[src/stm_pkg.sv]
`default_nettype none
package stm_pkg;
  // Bus geometry
  localparam int ADDR_W = 8;
  localparam int DATA_W = 32;
  localparam int LVL_W = 4;
  // Register byte addresses
  localparam logic [ADDR_W-1:0] OFS_CONTROL = 8'h00;
  localparam logic [ADDR_W-1:0] OFS_FLAG = 8'h04;
  localparam logic [ADDR_W-1:0] OFS_IRQ_ENABLE = 8'h08;
  // Control register fields
  localparam int BIT_DIRECTION = 7;
  localparam int BIT_BANDGAP_READY = 6;
  localparam int BIT_REF_STABLE = 5;
  localparam int BIT_POWER_ENABLE = 4;
  localparam int LVL_LSB = 0;
  // Flag and enable register fields
  localparam int BIT_EVENT_FLAG = 0;
  localparam int BIT_EVENT_IRQ_EN = 0;
  localparam int BIT_GLOBAL_IRQ_EN = 1;
  // Reset values
  localparam logic [LVL_W-1:0] LVL_RESET = 4'h0;
  localparam logic LEVEL_RESET_BIT = 1'b0;
  // Trip code that routes the external threshold pin
  localparam logic [LVL_W-1:0] LVL_EXTERNAL = 4'hF;
  // AXI responses
  localparam logic [1:0] RESP_OKAY = 2'h0;
  localparam logic [1:0] RESP_SLVERR = 2'h2;
  // Synchroniser lanes
  localparam int SYNC_W = 4;
  localparam int SY_CMP = 0;
  localparam int SY_BANDGAP = 1;
  localparam int SY_REF = 2;
  localparam int SY_BOR = 3;
  typedef enum logic [1:0] {WR_IDLE, WR_HAVE_AW, WR_HAVE_W, WR_RESP} stm_wr_state_t;
endpackage : stm_pkg
`default_nettype wire

[src/stm_ctrl.sv]
// The AXI4-Lite interface to the registers and the register addresses were chosen for this implementation.
`timescale 1ns/10ps
`default_nettype none
module stm_ctrl (
  input wire logic aclk,
  input wire logic aresetn,
  input wire logic [stm_pkg::ADDR_W-1:0] s_axi_awaddr,
  input wire logic s_axi_awvalid,
  output logic s_axi_awready,
  input wire logic [stm_pkg::DATA_W-1:0] s_axi_wdata,
  input wire logic [3:0] s_axi_wstrb,
  input wire logic s_axi_wvalid,
  output logic s_axi_wready,
  output logic [1:0] s_axi_bresp,
  output logic s_axi_bvalid,
  input wire logic s_axi_bready,
  input wire logic [stm_pkg::ADDR_W-1:0] s_axi_araddr,
  input wire logic s_axi_arvalid,
  output logic s_axi_arready,
  output logic [stm_pkg::DATA_W-1:0] s_axi_rdata,
  output logic [1:0] s_axi_rresp,
  output logic s_axi_rvalid,
  input wire logic s_axi_rready,
  input wire logic supply_at_or_above,
  input wire logic bandgap_ready_raw,
  input wire logic reference_stable_raw,
  input wire logic brownout_ref_request,
  output logic comparator_enable,
  output logic divider_enable,
  output logic reference_enable,
  output logic [stm_pkg::LVL_W-1:0] trip_level_select,
  output logic external_threshold_select,
  output logic irq_request,
  output logic wake_request,
  output logic vector_on_wake
);
  import stm_pkg::*;

  ////////////////////////////////////////////////////////////////////
  // Analog inputs into the clock domain
  logic [SYNC_W-1:0] raw_in;
  logic [SYNC_W-1:0] sync_in;
  logic cmp_s;
  logic bandgap_s;
  logic ref_s;
  logic bor_s;

  assign raw_in[SY_CMP] = supply_at_or_above;
  assign raw_in[SY_BANDGAP] = bandgap_ready_raw;
  assign raw_in[SY_REF] = reference_stable_raw;
  assign raw_in[SY_BOR] = brownout_ref_request;

  stm_sync #(.WIDTH(SYNC_W)) u_sync (
    .aclk(aclk),
    .aresetn(aresetn),
    .async_in(raw_in),
    .sync_out(sync_in)
  );

  assign cmp_s = sync_in[SY_CMP];
  assign bandgap_s = sync_in[SY_BANDGAP];
  assign ref_s = sync_in[SY_REF];
  assign bor_s = sync_in[SY_BOR];

  ////////////////////////////////////////////////////////////////////
  // Write channel
  stm_wr_state_t wr_state;
  stm_wr_state_t next_wr_state;
  logic [ADDR_W-1:0] aw_addr_q;
  logic [ADDR_W-1:0] next_aw_addr_q;
  logic [DATA_W-1:0] w_data_q;
  logic [DATA_W-1:0] next_w_data_q;
  logic [3:0] w_strb_q;
  logic [3:0] next_w_strb_q;
  logic [1:0] bresp;
  logic [1:0] next_bresp;
  logic do_write;
  logic [ADDR_W-1:0] wr_addr;
  logic [DATA_W-1:0] wr_data;
  logic [3:0] wr_strb;

  assign s_axi_awready = (wr_state == WR_IDLE) || (wr_state == WR_HAVE_W);
  assign s_axi_wready = (wr_state == WR_IDLE) || (wr_state == WR_HAVE_AW);
  assign s_axi_bvalid = (wr_state == WR_RESP);
  assign s_axi_bresp = bresp;

  always_comb begin
    next_wr_state = wr_state;
    next_aw_addr_q = aw_addr_q;
    next_w_data_q = w_data_q;
    next_w_strb_q = w_strb_q;
    do_write = 1'b0;
    wr_addr = s_axi_awaddr;
    wr_data = s_axi_wdata;
    wr_strb = s_axi_wstrb;
    case (wr_state)
      WR_IDLE: begin
        if (s_axi_awvalid && s_axi_wvalid) begin
          do_write = 1'b1;
          next_wr_state = WR_RESP;
        end else if (s_axi_awvalid) begin
          next_aw_addr_q = s_axi_awaddr;
          next_wr_state = WR_HAVE_AW;
        end else if (s_axi_wvalid) begin
          next_w_data_q = s_axi_wdata;
          next_w_strb_q = s_axi_wstrb;
          next_wr_state = WR_HAVE_W;
        end
      end
      WR_HAVE_AW: begin
        wr_addr = aw_addr_q;
        if (s_axi_wvalid) begin
          do_write = 1'b1;
          next_wr_state = WR_RESP;
        end
      end
      WR_HAVE_W: begin
        wr_data = w_data_q;
        wr_strb = w_strb_q;
        if (s_axi_awvalid) begin
          do_write = 1'b1;
          next_wr_state = WR_RESP;
        end
      end
      WR_RESP: begin
        if (s_axi_bready) begin
          next_wr_state = WR_IDLE;
        end
      end
      default: begin
        next_wr_state = WR_IDLE;
      end
    endcase
    next_bresp = bresp;
    if (do_write) begin
      if (wr_addr == OFS_CONTROL || wr_addr == OFS_FLAG || wr_addr == OFS_IRQ_ENABLE) begin
        next_bresp = RESP_OKAY;
      end else begin
        next_bresp = RESP_SLVERR;
      end
    end
  end

  ////////////////////////////////////////////////////////////////////
  // Monitor state
  logic direction;
  logic next_direction;
  logic power_enable;
  logic next_power_enable;
  logic [LVL_W-1:0] level;
  logic [LVL_W-1:0] next_level;
  logic event_flag;
  logic next_event_flag;
  logic event_irq_en;
  logic next_event_irq_en;
  logic global_irq_en;
  logic next_global_irq_en;
  logic next_reference_enable;
  logic next_irq_request;
  logic next_wake_request;
  logic next_vector_on_wake;
  logic ref_stable_status;
  logic crossing;
  logic event_set;
  logic flag_clear;
  logic ctrl_write;
  logic ien_write;

  assign ctrl_write = do_write && wr_strb[0] && (wr_addr == OFS_CONTROL);
  assign ien_write = do_write && wr_strb[0] && (wr_addr == OFS_IRQ_ENABLE);
  // Write one to clear
  assign flag_clear = do_write && wr_strb[0] && (wr_addr == OFS_FLAG) && wr_data[BIT_EVENT_FLAG];
  // Stability comes from the analog side, no cycle count
  assign ref_stable_status = power_enable && ref_s;
  assign crossing = direction ? cmp_s : !cmp_s;
  assign event_set = ref_stable_status && crossing;

  always_comb begin
    next_direction = direction;
    next_power_enable = power_enable;
    next_level = level;
    next_event_irq_en = event_irq_en;
    next_global_irq_en = global_irq_en;
    if (ctrl_write) begin
      next_direction = wr_data[BIT_DIRECTION];
      next_power_enable = wr_data[BIT_POWER_ENABLE];
      next_level = wr_data[LVL_LSB +: LVL_W];
    end
    if (ien_write) begin
      next_event_irq_en = wr_data[BIT_EVENT_IRQ_EN];
      next_global_irq_en = wr_data[BIT_GLOBAL_IRQ_EN];
    end
    // Set wins over clear; flag holds until cleared
    next_event_flag = (event_flag && !flag_clear) || event_set;
    next_reference_enable = next_power_enable || bor_s;
    next_irq_request = next_event_flag && next_event_irq_en && next_global_irq_en;
    next_wake_request = next_event_flag && next_power_enable;
    next_vector_on_wake = next_wake_request && next_global_irq_en;
  end

  always_ff @(posedge aclk) begin
    if (!aresetn) begin
      wr_state <= WR_IDLE;
      aw_addr_q <= '0;
      w_data_q <= '0;
      w_strb_q <= '0;
      bresp <= RESP_OKAY;
      direction <= LEVEL_RESET_BIT;
      power_enable <= LEVEL_RESET_BIT;
      level <= LVL_RESET;
      event_flag <= LEVEL_RESET_BIT;
      event_irq_en <= LEVEL_RESET_BIT;
      global_irq_en <= LEVEL_RESET_BIT;
      reference_enable <= LEVEL_RESET_BIT;
      irq_request <= LEVEL_RESET_BIT;
      wake_request <= LEVEL_RESET_BIT;
      vector_on_wake <= LEVEL_RESET_BIT;
    end else begin
      wr_state <= next_wr_state;
      aw_addr_q <= next_aw_addr_q;
      w_data_q <= next_w_data_q;
      w_strb_q <= next_w_strb_q;
      bresp <= next_bresp;
      direction <= next_direction;
      power_enable <= next_power_enable;
      level <= next_level;
      event_flag <= next_event_flag;
      event_irq_en <= next_event_irq_en;
      global_irq_en <= next_global_irq_en;
      reference_enable <= next_reference_enable;
      irq_request <= next_irq_request;
      wake_request <= next_wake_request;
      vector_on_wake <= next_vector_on_wake;
    end
  end

  // Comparator and divider enables follow the power enable flop
  assign comparator_enable = power_enable;
  assign divider_enable = power_enable;
  assign trip_level_select = level;
  assign external_threshold_select = (level == LVL_EXTERNAL);

  ////////////////////////////////////////////////////////////////////
  // Read channel
  logic rvalid;
  logic next_rvalid;
  logic [DATA_W-1:0] rdata;
  logic [DATA_W-1:0] next_rdata;
  logic [1:0] rresp;
  logic [1:0] next_rresp;

  assign s_axi_arready = !rvalid;
  assign s_axi_rvalid = rvalid;
  assign s_axi_rdata = rdata;
  assign s_axi_rresp = rresp;

  always_comb begin
    next_rvalid = rvalid;
    next_rdata = rdata;
    next_rresp = rresp;
    if (rvalid && s_axi_rready) begin
      next_rvalid = 1'b0;
    end
    if (s_axi_arvalid && !rvalid) begin
      next_rvalid = 1'b1;
      next_rdata = '0;
      next_rresp = RESP_OKAY;
      case (s_axi_araddr)
        OFS_CONTROL: begin
          next_rdata[BIT_DIRECTION] = direction;
          next_rdata[BIT_BANDGAP_READY] = bandgap_s;
          next_rdata[BIT_REF_STABLE] = ref_stable_status;
          next_rdata[BIT_POWER_ENABLE] = power_enable;
          next_rdata[LVL_LSB +: LVL_W] = level;
        end
        OFS_FLAG: begin
          next_rdata[BIT_EVENT_FLAG] = event_flag;
        end
        OFS_IRQ_ENABLE: begin
          next_rdata[BIT_EVENT_IRQ_EN] = event_irq_en;
          next_rdata[BIT_GLOBAL_IRQ_EN] = global_irq_en;
        end
        default: begin
          next_rresp = RESP_SLVERR;
        end
      endcase
    end
  end

  always_ff @(posedge aclk) begin
    if (!aresetn) begin
      rvalid <= 1'b0;
      rdata <= '0;
      rresp <= RESP_OKAY;
    end else begin
      rvalid <= next_rvalid;
      rdata <= next_rdata;
      rresp <= next_rresp;
    end
  end

  ////////////////////////////////////////////////////////////////////
  // Checks
  a_sync_delay: assert property (@(posedge aclk) disable iff (!aresetn)
    $past(aresetn, 3) |-> cmp_s == $past(supply_at_or_above, 2))
    else $error("comparator not delayed two flops");

  a_flag_on_event: assert property (@(posedge aclk) disable iff (!aresetn)
    event_set |=> event_flag && irq_request == (event_irq_en && global_irq_en))
    else $error("event did not set flag or irq");

  a_flag_sticky: assert property (@(posedge aclk) disable iff (!aresetn)
    event_flag && !flag_clear |=> event_flag)
    else $error("flag dropped without clear");

  a_flag_gated: assert property (@(posedge aclk) disable iff (!aresetn)
    $rose(event_flag) |-> $past(power_enable && ref_s && crossing))
    else $error("flag set before reference stable");

  a_irq_gate: assert property (@(posedge aclk) disable iff (!aresetn)
    irq_request |-> event_flag && event_irq_en && global_irq_en)
    else $error("irq without all enables");

  a_ext_route: assert property (@(posedge aclk) disable iff (!aresetn)
    ctrl_write && wr_data[LVL_LSB +: LVL_W] == LVL_EXTERNAL |=> external_threshold_select)
    else $error("external pin not selected");

  a_power_off: assert property (@(posedge aclk) disable iff (!aresetn)
    ctrl_write && !wr_data[BIT_POWER_ENABLE] |=> !comparator_enable && !divider_enable
      ##1 !wake_request)
    else $error("analog left enabled");

  a_ref_shared: assert property (@(posedge aclk) disable iff (!aresetn)
    bor_s |=> reference_enable)
    else $error("reference dropped while shared");

  a_vector_wake: assert property (@(posedge aclk) disable iff (!aresetn)
    vector_on_wake |-> wake_request && global_irq_en)
    else $error("vector without global enable");

  a_reset_off: assert property (@(posedge aclk) disable iff (!aresetn)
    $rose(aresetn) |-> !power_enable && !direction && level == LVL_RESET && !event_flag)
    else $error("control not reset");
endmodule : stm_ctrl
`default_nettype wire

[src/stm_sync.sv]
`timescale 1ns/10ps
`default_nettype none
module stm_sync #(
  parameter int WIDTH = 4
) (
  input wire logic aclk,
  input wire logic aresetn,
  input wire logic [WIDTH-1:0] async_in,
  output logic [WIDTH-1:0] sync_out
);
  logic [WIDTH-1:0] stage_one;
  logic [WIDTH-1:0] stage_two;

  ////////////////////////////////////////////////////////////////////
  // Two flops per lane
  genvar g;
  generate
    for (g = 0; g < WIDTH; g++) begin : g_lane
      always_ff @(posedge aclk) begin
        if (!aresetn) begin
          stage_one[g] <= 1'b0;
          stage_two[g] <= 1'b0;
        end else begin
          stage_one[g] <= async_in[g];
          stage_two[g] <= stage_one[g];
        end
      end
    end
  endgenerate

  assign sync_out = stage_two;
endmodule : stm_sync
`default_nettype wire

[config.mk]
export PLATFORM = sky130hd
export DESIGN_NAME = stm_ctrl
export DESIGN_NICKNAME = d
export VERILOG_FILES = /design/src/stm_pkg.sv /design/src/stm_ctrl.sv /design/src/stm_sync.sv
export SDC_FILE = /design/constraint.sdc
export NUM_CORES = 1
export LEC_CHECK = 0
export CAP_MARGIN = 0
export CORE_MARGIN = 1
export CORE_UTILIZATION = 56
export CTS_BUF_LIST = sky130_fd_sc_hd__clkbuf_2 sky130_fd_sc_hd__clkbuf_4 sky130_fd_sc_hd__clkbuf_8
export DETAILED_ROUTE_END_ITERATION = 16
export DONT_BUFFER_PORTS = 1
export PLACE_DENSITY = 0.75
export SLEW_MARGIN = 10
export SYNTH_ARGS = -nofsm -noshare
export SYNTH_HDL_FRONTEND = slang
export SYNTH_SLANG_ARGS = --single-unit
[constraint.sdc]
create_clock -name aclk -period 7 [get_ports aclk]
set_input_delay 1.4 -clock aclk [delete_from_list [all_inputs] [get_ports aclk]]
set_output_delay 1.4 -clock aclk [all_outputs]
set_load 0.02 [all_outputs]
---- After elaboration in Yosys (flattened, before gate mapping) ----
Cells that the tools add are included.
word-level totals
  flip-flop bits (word level) ............. 53
  output and inout port bits .............. 52
  word-level logic and storage cells ...... 97
cells by class
  equality and inequality tests ........... 12
  mux-type cells .......................... 25
  bitwise logic cells ..................... 2
  reductions and logical operators ........ 32
operators with widths
  kind                                                                     number
  8-bit by 3-bit == test with 1-bit output, second input constant          2
  8-bit by 4-bit == test with 1-bit output, second input constant          2
  8-bit zero test                                                          2
  2-bit two-way mux                                                        8
  8-bit two-way mux                                                        2
  1-bit logical AND                                                        15
  1-bit two-way mux                                                        10
  2-bit one-hot mux with 4 select lines                                    1
  4-bit AND reduction                                                      2
  1-bit logical OR                                                         6
  6-bit two-way mux                                                        1
  1-bit one-hot mux with 3 select lines                                    2
  2-bit == test, second input constant                                     2
  4-bit == test, second input constant                                     1
  2-bit inequality test, second input constant                             2
  4-bit by 3-bit inequality test with 1-bit output, second input constant  1
  1-bit zero test                                                          3
  3-bit AND reduction                                                      1
  3-bit OR reduction                                                       1
  2-bit by 1-bit == test with 1-bit output, second input constant          1
  2-bit zero test                                                          1
  2-bit by 1-bit inequality test with 1-bit output, second input constant  1
  1-bit inverter                                                           2
  1-bit one-hot mux with 2 select lines                                    1
  2-bit nonzero test                                                       1

---- Depth between registers and ports, before layout ----
Gate-level depths: netlist (run 1).
  depth after elaboration ................. 11
  gate-level depth with buffers ........... 8

---- Modules after synthesis ----
From an unflattened synthesis (run 1), not the netlist that was laid out.
unflattened totals
  cells, all modules ...................... 238
  area total of the unflattened synthesis .. 2366.0 um^2
by module, submodules not included
  module    instances  cells each  area an instance (um^2)  seq. area each (um^2)
  stm_ctrl  1          222         2155.8                   820.8
  stm_sync  1          16          210.2                    160.2

---- Least setup slack after synthesis (run 1) ----
Ideal clock, no wire load.
  path kind ............................... input to register
  from .................................... input s_axi_awaddr[6] (netlist name)
  to ...................................... register reference_enable
  setup time .............................. 0.129 ns
  arrival ................................. 2.837 ns
  data required time ...................... 6.871 ns
  setup slack ............................. 4.034 ns
  cell stages on the path ................. 5
  cell sequence ........................... nor4_1 nand2_1 a2111oi_4 mux2i_1 a21oi_1
on the way
  longest elaborated chain between the ends .. 5
ends and longest elaborated chain
  what                  line             source
  start, declared       stm_ctrl.sv:7    input wire logic [stm_pkg::ADDR_W-1:0] s_axi_awaddr,
  8-bit two-way mux     stm_ctrl.sv:96   case (wr_state)
  8-bit zero test       stm_ctrl.sv:169  assign ctrl_write = do_write && wr_strb[0] && (wr_addr == OFS_CONTROL);
  1-bit logical AND     stm_ctrl.sv:169
  1-bit two-way mux     stm_ctrl.sv:184  if (ctrl_write) begin
  1-bit logical OR      stm_ctrl.sv:195  next_reference_enable = next_power_enable || bor_s;
  end signal, assigned  stm_ctrl.sv:230  reference_enable <= next_reference_enable;
  end, declared         stm_ctrl.sv:30   output logic reference_enable,
Every way passes these cells.
A chain may end at the register's enable or synchronous reset.

---- Final worst setup path (run 1) ----
Ends and elaborated chain as after synthesis.

==> results.md, run 1 <==
- The run finished with clean final reports.
- The tree is rooted in a sky130_fd_sc_hd__clkbuf_8.
- STA classifies the critical path startpoint as an input pin.
- The largest single stage delay on the critical path is 660 ps.
- The via count of the first global-routing pass is between 1000 and 1500.
- Synthesis produced about 240 cells.
- In the final layout, the multi-input gates occupy ~1200 um^2.
- After global routing, the most crowded layer is met2.
- Summing every instance area after synthesis gives 2320 um^2.
- Leaving out fill and tap cells, the most frequent cell in the layout is sky130_fd_sc_hd__dfxtp_1.
- The number of storage elements in the synthesis netlist is 49.
- The repair_antennas step left the layout with diodes totalling 0.
- The slew at the pin closest to its max-slew limit is 1150 ps.
- The number of hold violations in the final report is 0.
- The clock tree from TritonCTS is yes.
- The final layout contains routed wiring with a total length of 4280 um.
- The total power is 0.775 mW.
- The width of the die is around 66 um.
- The initial core utilization is roughly three fifths.
- The dominant synthesized flop cell is sky130_fd_sc_hd__dfxtp_1.
- The wire length of the first global-routing pass is ~6500 um.
- The length in cells of the worst reg-to-reg path is 7.
- The number of antenna violations at the first check in global routing is 0.
- The count of nets left with antenna violations once routing finished came out at 0.
- After filler insertion, the fill cell instance count of the layout stands at 379.
- The wire length per cell is 14.6 um.
- The floorplan step defined a die boundary enclosing ~4400 um^2.
- Once detailed placement completed, the half-perimeter wirelength came to between 3000 and 4000 um.
- In the final timing run, aggregate negative setup slack is 0 ps.
- Setup repair after global routing left no endpoint under its margin.
- STA classifies the critical path endpoint as a flop.
- The final number of max-transition violations came to 0.
- The number of enable flip-flop cells after synthesis is 0.
- The maximum fanout along the worst path is 6.
- The final layout net count is slightly above 300.
- The share of synthesized flip-flops with an asynchronous set or reset is 0%.
- The number of different library cells in the post-synthesis netlist is 40.
- The portion of the clock cycle consumed by the worst path in the final layout is a little over two fifths.
- Timing would allow up to around 330 MHz.
- The final estimated routing congestion in global placement is between 0.7 and 0.8.
- Global routing used ~22% of the available met1 tracks.
- The total placed cells including tap cells is around 280.
- The detailed router placed about 1600 vias in this run.
- Walking the worst path, the cells encountered are nor4_1, nand2_1, a2111oi_4, mux2i_1, a21oi_1.
- The number of setup buffers added after CTS is 0.
- In the layout the commonest cells are 49 x sky130_fd_sc_hd__dfxtp_1, 39 x sky130_fd_sc_hd__nor2_1, 28 x sky130_fd_sc_hd__mux2i_1.
- For this run, the total global-route usage over all layers was measured as roughly a fifth.
- The sequential standard cell area is 981 um^2.
- The clock drives 49 sinks.
- The count of buffers added on input and output ports is 0.
- The final standard cell count with taps included and fillers excluded is around 300.
- The path type of the worst setup path is in -> reg.
- The count of yosys warnings during synthesis is 0.
- The worst path needs around 3100 ps of the cycle, external delays included.
- The fraction of the yosys area taken by sequential cells is 42.2%.
- In this run the static leakage power is 1.01 nW.
- The height of the chip is 66.4 um.
- During I/O placement, the number of pins put on the boundary was about 120.
- The number of buffers between clock root and the deepest sink is 2.
- The average cell area after synthesis is just under 10 um^2.
- The tool flagged a number of max-cap violations equal to 0.
- The slowest stage of the critical path is the sky130_fd_sc_hd__a2111oi_4 cell.
- The count of buffering cells on the critical path with inverters included is 0.
- The kind of cell adding the most delay to the critical path is compound AO/OA/AOI/OAI gates.
- The per-cell via count in the routed design is around 5.5.
- The power per cell area is roughly 320 nW/um^2.
- The met2 usage in global routing is around 36%.
- The global routing usage on met3 is 5.86%.
- The required time reported for the critical path endpoint is just over 7000 ps.
- From synthesis to final layout, the design area changed by 2.64%.
- The total grt overflow is 0.
- The maximum VDD drop is between 0.15 and 0.2 mV.
- Buffers inserted to repair hold after CTS numbered 0.
- In this run, CTS created clock tree buffers numbering 5.
- Clock latency on the worst-skew pair, taken at its later pin, is 300 ps.
- The type of the most critical hold path is reg -> reg.
- The first TritonRoute pass finished after 4 iterations.
- The floorplan has 23 rows.
- The largest net degree at the start of global routing is 38.
- In this run the tightest slew margin relative to its limit is 22.9%.
- Along the worst hold path, the cell count comes to 2.
- The final number of setup-violating endpoints is 0.
- The share of final-layout standard cells stronger than drive strength 1 is a little over a tenth.
- Across the routed clock network, the largest skew measured is 3.46 ps.
- After the first detailed-routing iteration, the DRC count stood at 70.
- Counting buffers and inverters, the worst setup path is 5 cells deep.
- The data arrival time of the worst path is around 3200 ps.
- After detailed routing, the number of remaining DRC violations is 0.
- CTS built an H-tree with a depth of 2.
- Gates resized during post-CTS repair numbered 0.
- The core region is 4000 um^2.
- The clock edge transition at the registers on the reported setup and hold paths is ~80 ps.
==> routing by layer <==
metal,wire [um],share of wire [%],vias to the layer above
met3,269,6.3,9
met1,1780,42,788
met4,63,1.5,0
met2,2170,51,46
li1,-,-,770
met5,0,0,-
==> through the flow <==
| stage | setup WS, ps | utilization [%] | area [um^2] | hold WS [ps] |
|---|---|---|---|---|
| after floorplan | 4030 | - | 2420 | 411 |
| after global placement | 3640 | 56.3 | 2250 | 414 |
| after detailed placement | 3640 | 56.3 | 2250 | 422 |
| after CTS | 3950 | 59.6 | 2390 | 435 |
| after global routing | 3850 | 59.6 | 2390 | 460 |
| final | 3930 | 59.6 | 2390 | 430 |
==> Yosys cell counts (3+ instances only) <==
cell,instances,share of area (%)
sky130_fd_sc_hd__a211oi_1,4,1.3
sky130_fd_sc_hd__nor2_1,39,6.3
sky130_fd_sc_hd__mux2_2,9,4.4
sky130_fd_sc_hd__a22oi_1,7,2.3
sky130_fd_sc_hd__and2_1,10,2.7
sky130_fd_sc_hd__mux2i_1,28,12
sky130_fd_sc_hd__buf_1,3,0.48
sky130_fd_sc_hd__nor4_1,4,1.1
sky130_fd_sc_hd__nand2_1,8,1.3
sky130_fd_sc_hd__buf_4,28,9.0
sky130_fd_sc_hd__ha_1,6,3.2
sky130_fd_sc_hd__a21oi_1,6,1.3
sky130_fd_sc_hd__dfxtp_1,49,42
sky130_fd_sc_hd__inv_1,10,1.6
==> state kept, by name, summed over array words and instances, names as in the netlist, 2 cells and up <==
| signal | cells |
|---|---|
| aw_addr_q | 8 |
| w_data_q | 6 |
| u_sync.stage_one | 4 |
| wr_state | 2 |
| u_sync.sync_out | 4 |
| s_axi_rdata | 8 |
| trip_level_select | 4 |
==> cell type report <==
class                      count  area share, %
clock buffer                   5           2.88
multi-input combinational    174           48.9
sequential                    49           41.1
tap                           50           2.62
clock inverter                 3           2.73
inverter                      11           1.73
==> tightest hold or removal path: cells and delay by family, from the launching register on <==
kind,cells,cell delay [ps]
buffers and inverters,1,40
flip-flops,1,300
AO/OA/AOI/OAI,1,50
==> where the power goes <==
part | leakage [nW] | total [mW] | switching (mW) | internal [mW]
logic | 0.543 | 0.221 | 0.130 | 0.0909
clock network | 0.0681 | 0.233 | 0.0915 | 0.142
registers | 0.399 | 0.321 | 0.0212 | 0.299
total | 1.01 | 0.775 | 0.243 | 0.532
==> cells by family (layout without fill, tap and decap cells) <==
| group | Yosys count | count (layout) | share of synthesized area [%] |
|---|---|---|---|
| muxes | 37 | 37 | 16.4 |
| DFF | 49 | 49 | 42.2 |
| xor gates and xnor gates | 1 | 1 | 0.377 |
| buffers and inverters | 44 | 19 | 11.6 |
| adders and majority gates | 6 | 6 | 3.23 |
| and+or+nand+nor | 75 | 75 | 16.1 |
| AOI/OAI and AO/OA | 29 | 29 | 9.85 |
| other | 1 | 26 | 0.161 |
==> path summary, 6_finish.rpt <==
kind | startpoint | endpoint | slack (ps)
min | u_sync.sync_out[3] | reference_enable | 430
min reg2reg | u_sync.sync_out[3] | reference_enable | 430
max reg2reg | wr_state[0] | reference_enable | 4160
max | s_axi_awaddr[6] | reference_enable | 3930
No activity file was read; power rests on OpenSTA's default activity.
==> run 2, diff against run 1 <==
PLACE_DENSITY = 0.78   (was 0.75)
clock period = 2.7 ns   (was 7 ns; I/O delays follow)
==> results.md, run 2 (synthesis gave the netlist of run 1 again) <==
- The required time reported for the critical path endpoint is 2870 ps (was 7160 ps).
- Commonest non-fill, non-tap cells in the layout: 49 x sky130_fd_sc_hd__dfxtp_1, 39 x sky130_fd_sc_hd__nor2_1, 28 x sky130_fd_sc_hd__mux2i_1 (unchanged).
- The via count of the first global-routing pass was 1387 (was 1434).
- The number of gates resized after cts is 0 (unchanged).
- Subtracting the final worst setup slack from the clock period gives 2340 ps.
- The maximum fanout along the worst path was 6 (unchanged).
- The clock tree from TritonCTS is yes (unchanged).
- The multi-input combinational cell area came to 1170 um^2 (unchanged).
- The filler cell count is 358 (was 379).
- The initial detailed-routing violation count is 43 (was 70).
- The total number of clock tree sinks came to 49 (unchanged).
- The number of top-level pins is 115 (unchanged).
- The share of final-layout standard cells stronger than drive strength 1 is 12.2% (was 10.7%).
- Based on the critical path, the design can be clocked at up to between 400 and 500 MHz.
- The data arrival time of the worst path is 2510 ps (was 3230 ps).
- The worst-case clock skew is 8.28 ps (was 3.46 ps).
- The half-perimeter wire length after placement came to 3060 um (was 3040 um).
- The number of rows created at floorplan is 23 (unchanged).
- The port buffer count came to 0 (unchanged).
- The worst slack at placement is 348 ps (was 3640 ps).
- The most common library cell in the layout ignoring fill and taps is sky130_fd_sc_hd__dfxtp_1 (unchanged).
- The total global routing track utilization came to 19.1% (was 20.1%).
- The maximum VDD drop is 0.385 mV (was 0.172 mV).
- The final number of max-transition violations came to 0 (unchanged).
- The residual antenna-violating net count after detailed routing is 0 (unchanged).
- The clock network latency to the later pin of the worst-skew pair came to 310 ps (was 300 ps).
- The wire length of the first global-routing pass is 6210 um (was 6530 um).
- The count of maximum capacitance violations is 0 (unchanged).
- The antenna diode instance count was 0 (unchanged).
- The vias after detailed routing is 1597 (was 1613).
- RSZ-0062 raised after global routing: no (unchanged).
- The die footprint came to 4410 um^2 (unchanged).
- The final estimated routing congestion in global placement is 0.785 (was 0.757).
- The final layout net count is 314 (was 310).
- The slew at the pin closest to its max-slew limit was 631 ps (was 1150 ps).
- The wire length per cell came to 13.8 um (was 14.6 um).
- Cell-by-cell listing of the critical path: inv_1, ha_1, nor4b_4, nand2_2, a2111oi_4, mux2i_1, a21oi_1 (was nor4_1, nand2_1, a2111oi_4, mux2i_1, a21oi_1).
- The largest net degree at the start of global routing was 38 (unchanged).
- The path type of the worst setup path is reg -> reg (was in -> reg).
- Dividing the final minimum period by the clock period gives between 80% and 90%.
- The number of buffers added by the clock tree synthesis step was 5 (unchanged).
- The element type at the critical path start is a flop (was input pin).
- The total negative slack is 0 ps (unchanged).
- The total grt overflow is 0 (unchanged).
- The final number of setup-violating endpoints was 0 (unchanged).
- The hold buffer count at CTS is 0 (unchanged).
- The static leakage is 1.01 nW (about the same).
- The depth of the CTS H-tree is 2 (unchanged).
- The total power is 1.85 mW (was 0.775 mW).
- The synthesis-to-layout area growth is 2.26% (was 2.64%).
- The total length of routed wires is 4080 um (was 4280 um).
- The type of the most critical hold path is in -> reg (was reg -> reg).
- The power per cell area is 780 nW/um^2 (was 325 nW/um^2).
- The per-cell via count in the routed design is 5.40 (was 5.52).
- The number of buffers between clock root and the deepest sink was 2 (unchanged).
- The count of unresolved DRC violations after routing is 0 (unchanged).
- The sequential standard cell area came to 981 um^2 (unchanged).
- The buffer cell driving the clock tree root is sky130_fd_sc_hd__clkbuf_8 (unchanged).
- The count of buffering cells on the critical path with inverters included is 1 (was 0).
- The biggest cell delay along the critical path is 460 ps (was 660 ps).
- The kind of cell adding the most delay to the critical path is compound AO/OA/AOI/OAI gates (unchanged).
- Outcome: complete, no violations (unchanged).
- The clock edge transition at the registers on the reported setup and hold paths is 90 ps (was 80 ps).
- The initial core utilization is 58.1% (unchanged).
- The core region area came to 4000 um^2 (unchanged).
- The final standard cell count with taps included and fillers excluded was 296 (was 292).
- The worst max-slew margin expressed relative to the limit is 57.9% (was 22.9%).
- The number of antenna violations at the first check in global routing is 0 (unchanged).
- The height of the chip is 66.4 um (unchanged).
- The worst-path cell with the longest stage delay is sky130_fd_sc_hd__mux2i_1 (was sky130_fd_sc_hd__a2111oi_4).
- The number of hold violations in the final report came to 0 (unchanged).
- The width of the die is 66.4 um (unchanged).
- The smallest setup slack after layout is 358 ps (was 3930 ps).
- The sort of element at the end of the critical path is a flop (unchanged).
- The post-CTS setup repair buffer count is 0 (unchanged).
- The total placed cells including tap cells is 288 (was 284).
- The detailed-routing iteration count for the pre-antenna-repair pass is 4 (unchanged).
run 2: changes by cell type in the layout (fill, tap and decap cells not counted), sizes merged:
cell / change
buf: +4
bufinv: -2
clkinvlp: +2
clkinv: -1
inv: +1
run 2: path summary, 6_finish.rpt:
check	startpoint	endpoint	slack, ps	depth (start not counted)
setup / recovery	wr_state[1]	reference_enable	360	7
hold / removal	s_axi_rready	s_axi_rvalid	320	1
setup reg to reg	wr_state[1]	reference_enable	360	7
hold reg to reg	u_sync.sync_out[3]	reference_enable	430	2
run 2: stage by stage:
stage / utilization, % / area [um^2] / hold slack, ps
2_1_floorplan: - / 2420 / 411
3_3_place_gp: 57.1 / 2280 / 413
3_5_place_dp: 57.1 / 2280 / 417
4_1_cts: 59.4 / 2380 / 313
5_1_grt: 59.4 / 2380 / 316
6_report: 59.4 / 2380 / 318
run 2: power by group:
| group | switching (mW) | internal [mW] |
|---|---|---|
| clock | 0.260 | 0.188 |
| combinational | 0.332 | 0.242 |
| sequential | 0.0547 | 0.776 |
| total | 0.647 | 1.21 |
run 2: layout make-up:
type,count,share of cell area (%)
multi-input cells,174,49.1
flip-flops and latches,49,41.3
clock buffers,5,2.89
well taps,50,2.63
inverters,11,1.74
repair buffers,4,1.26
clock inverters,3,1.11
run 2: layer usage:
| metal | routed length, um | vias up | GRT usage, % |
|---|---|---|---|
| met2 | 1890 | 67 | 31.4 |
| met5 | 0 | - | 0 |
| met4 | 106 | 0 | 10.4 |
| li1 | - | 781 | - |
| met1 | 1750 | 738 | 21.4 |
| met3 | 335 | 11 | 6.90 |
==> run 3, diff against run 2 <==
CORE_UTILIZATION = 35   (was 56)
PLACE_DENSITY = 0.55   (was 0.78)
==> results.md, run 3 (synthesis gave the netlist of run 1 again) <==
- The number of buffers added by the clock tree synthesis step is 5 (unchanged).
- The type of the most critical hold path is in -> reg (unchanged).
- The total number of clock tree sinks is 49 (unchanged).
- The detailed-routing iteration count for the pre-antenna-repair pass is 4 (unchanged).
- The worst max-slew margin expressed relative to the limit is 56.1% (was 57.9%).
- The worst hold path cell count is 1 (unchanged).
- The antenna diode instance count is 0 (unchanged).
- The number of rows created at floorplan came to 29 (was 23).
- The number of gates resized after cts is 0 (unchanged).
- The final estimated routing congestion in global placement was 0.770 (was 0.785).
- The count of unresolved DRC violations after routing is 0 (unchanged).
- The hold buffer count at CTS is 0 (unchanged).
- The vias after detailed routing is 1527 (was 1597).
- The port buffer count is 0 (unchanged).
- The die footprint is 6970 um^2 (was 4410 um^2).
- The element type at the critical path start is a flop (unchanged).
- The wire length per cell came to 13.9 um (was 13.8 um).
- The total negative slack is 0 ps (unchanged).
- The length in cells of the worst reg-to-reg path is 7 (unchanged).
- The total length of routed wires is 4480 um (was 4080 um).
- The portion of the clock cycle consumed by the worst path in the final layout is 89.0% (was 86.7%).
- The core region area is 6390 um^2 (was 4000 um^2).
- The number of buffers between clock root and the deepest sink was 2 (unchanged).
- The number of antenna violations at the first check in global routing is 0 (unchanged).
- The largest net degree at the start of global routing came to 38 (unchanged).
- The path type of the worst setup path was reg -> reg (unchanged).
- The total global routing track utilization is 12.9% (was 19.1%).
- The data arrival time of the worst path came to 2550 ps (was 2510 ps).
- The final number of max-transition violations was 0 (unchanged).
- Commonest non-fill, non-tap cells in the layout: 49 x sky130_fd_sc_hd__dfxtp_1, 39 x sky130_fd_sc_hd__nor2_1, 28 x sky130_fd_sc_hd__mux2i_1 (unchanged).
- The total power was 1.85 mW (about the same).
- The via count of the first global-routing pass is 1441 (was 1387).
- The final number of setup-violating endpoints is 0 (unchanged).
- The final layout net count came to 313 (was 314).
- Outcome: complete, no violations (unchanged).
- The maximum VDD drop was 0.400 mV (was 0.385 mV).
- The wire length of the first global-routing pass is 7120 um (was 6210 um).
- The initial core utilization was 36.4% (was 58.1%).
- The share of final-layout standard cells stronger than drive strength 1 is 11.8% (was 12.2%).
- The sort of element at the end of the critical path was a flop (unchanged).
- The half-perimeter wire length after placement is 3280 um (was 3060 um).
- The maximum fanout along the worst path is 6 (unchanged).
- The height of the chip is 83.5 um (was 66.4 um).
- The static leakage is 1.00 nW (was 1.01 nW).
- The power per cell area came to 771 nW/um^2 (was 780 nW/um^2).
- The number of top-level pins is 115 (unchanged).
- The synthesis-to-layout area growth is 3.23% (was 2.26%).
- The post-CTS setup repair buffer count is 0 (unchanged).
- The slew at the pin closest to its max-slew limit came to 658 ps (was 631 ps).
- The count of maximum capacitance violations is 0 (unchanged).
- The filler cell count came to 687 (was 358).
- The depth of the CTS H-tree is 2 (unchanged).
- RSZ-0062 raised after global routing: no (unchanged).
- The initial detailed-routing violation count is 34 (was 43).
- The required time reported for the critical path endpoint was 2850 ps (was 2870 ps).
- The clock tree from TritonCTS is yes (unchanged).
- The buffer cell driving the clock tree root is sky130_fd_sc_hd__clkbuf_8 (unchanged).
- The per-cell via count in the routed design came to 4.74 (was 5.40).
- The clock period minus worst slack is 2400 ps (was 2340 ps).
- The worst-case clock skew is 2.69 ps (was 8.28 ps).
- The timing-limited maximum frequency is 416 MHz (was 427 MHz).
- The clock network latency to the later pin of the worst-skew pair is 290 ps (was 310 ps).
- The clock edge transition at the registers on the reported setup and hold paths is 90 ps (about the same).
- The width of the die is 83.5 um (was 66.4 um).
- The most common library cell in the layout ignoring fill and taps is sky130_fd_sc_hd__dfxtp_1 (unchanged).
- The worst-case hold slack is 332 ps (was 318 ps).
- The total grt overflow is 0 (unchanged).
- The number of hold violations in the final report was 0 (unchanged).
- The residual antenna-violating net count after detailed routing is 0 (unchanged).
-- run 3: path summary, 6_finish.rpt --
kind | startpoint | end | slack, ps
setup / recovery | wr_state[1] | reference_enable | 300
hold / removal | s_axi_rready | s_axi_rvalid | 330
setup reg to reg | wr_state[1] | reference_enable | 300
hold reg to reg | u_sync.stage_one[3] | u_sync.sync_out[3] | 440
-- run 3: layout make-up --
cell class,count,area (um^2),area share [%]
well taps,77,96.3,4.01
clock buffers,7,83.8,3.49
multi-input cells,174,1170,48.6
clock inverters,1,7.51,0.313
repair buffers,3,22.5,0.938
flip-flops and latches,49,981,40.9
inverters,11,41.3,1.72
-- run 3: report_power, final --
group / total (mW) / switching (mW) / internal (mW)
registers: 0.828 / 0.0516 / 0.776
logic: 0.580 / 0.337 / 0.243
clock network: 0.442 / 0.238 / 0.204
total: 1.85 / 0.626 / 1.22
-- run 3: routing by layer --
layer	part of all wire, %	track usage, %
met3	8.1	5.24
met1	44	16.2
met2	47	20.7
met4	0.42	3.24
met5	0	0
-- run 3: metrics by stage --
step	cells	setup slack (ps)	utilization (%)	instance area [um^2]
finish	322	297	37.6	2400
global route	322	51.0	37.6	2400
CTS	322	287	37.6	2400
detailed placement	314	311	36.1	2310
global placement	314	301	36.1	2310
floorplan	267	505	-	2420
-- run 3: worst max-delay path, cell delays in order (launching register included) --
cell	delay (ps)
sky130_fd_sc_hd__dfxtp_1	380
sky130_fd_sc_hd__inv_1	110
sky130_fd_sc_hd__ha_1	280
sky130_fd_sc_hd__nor4_1	250
sky130_fd_sc_hd__nand2_1	230
sky130_fd_sc_hd__a2111oi_4	380
sky130_fd_sc_hd__mux2i_1	480
sky130_fd_sc_hd__a21oi_1	140
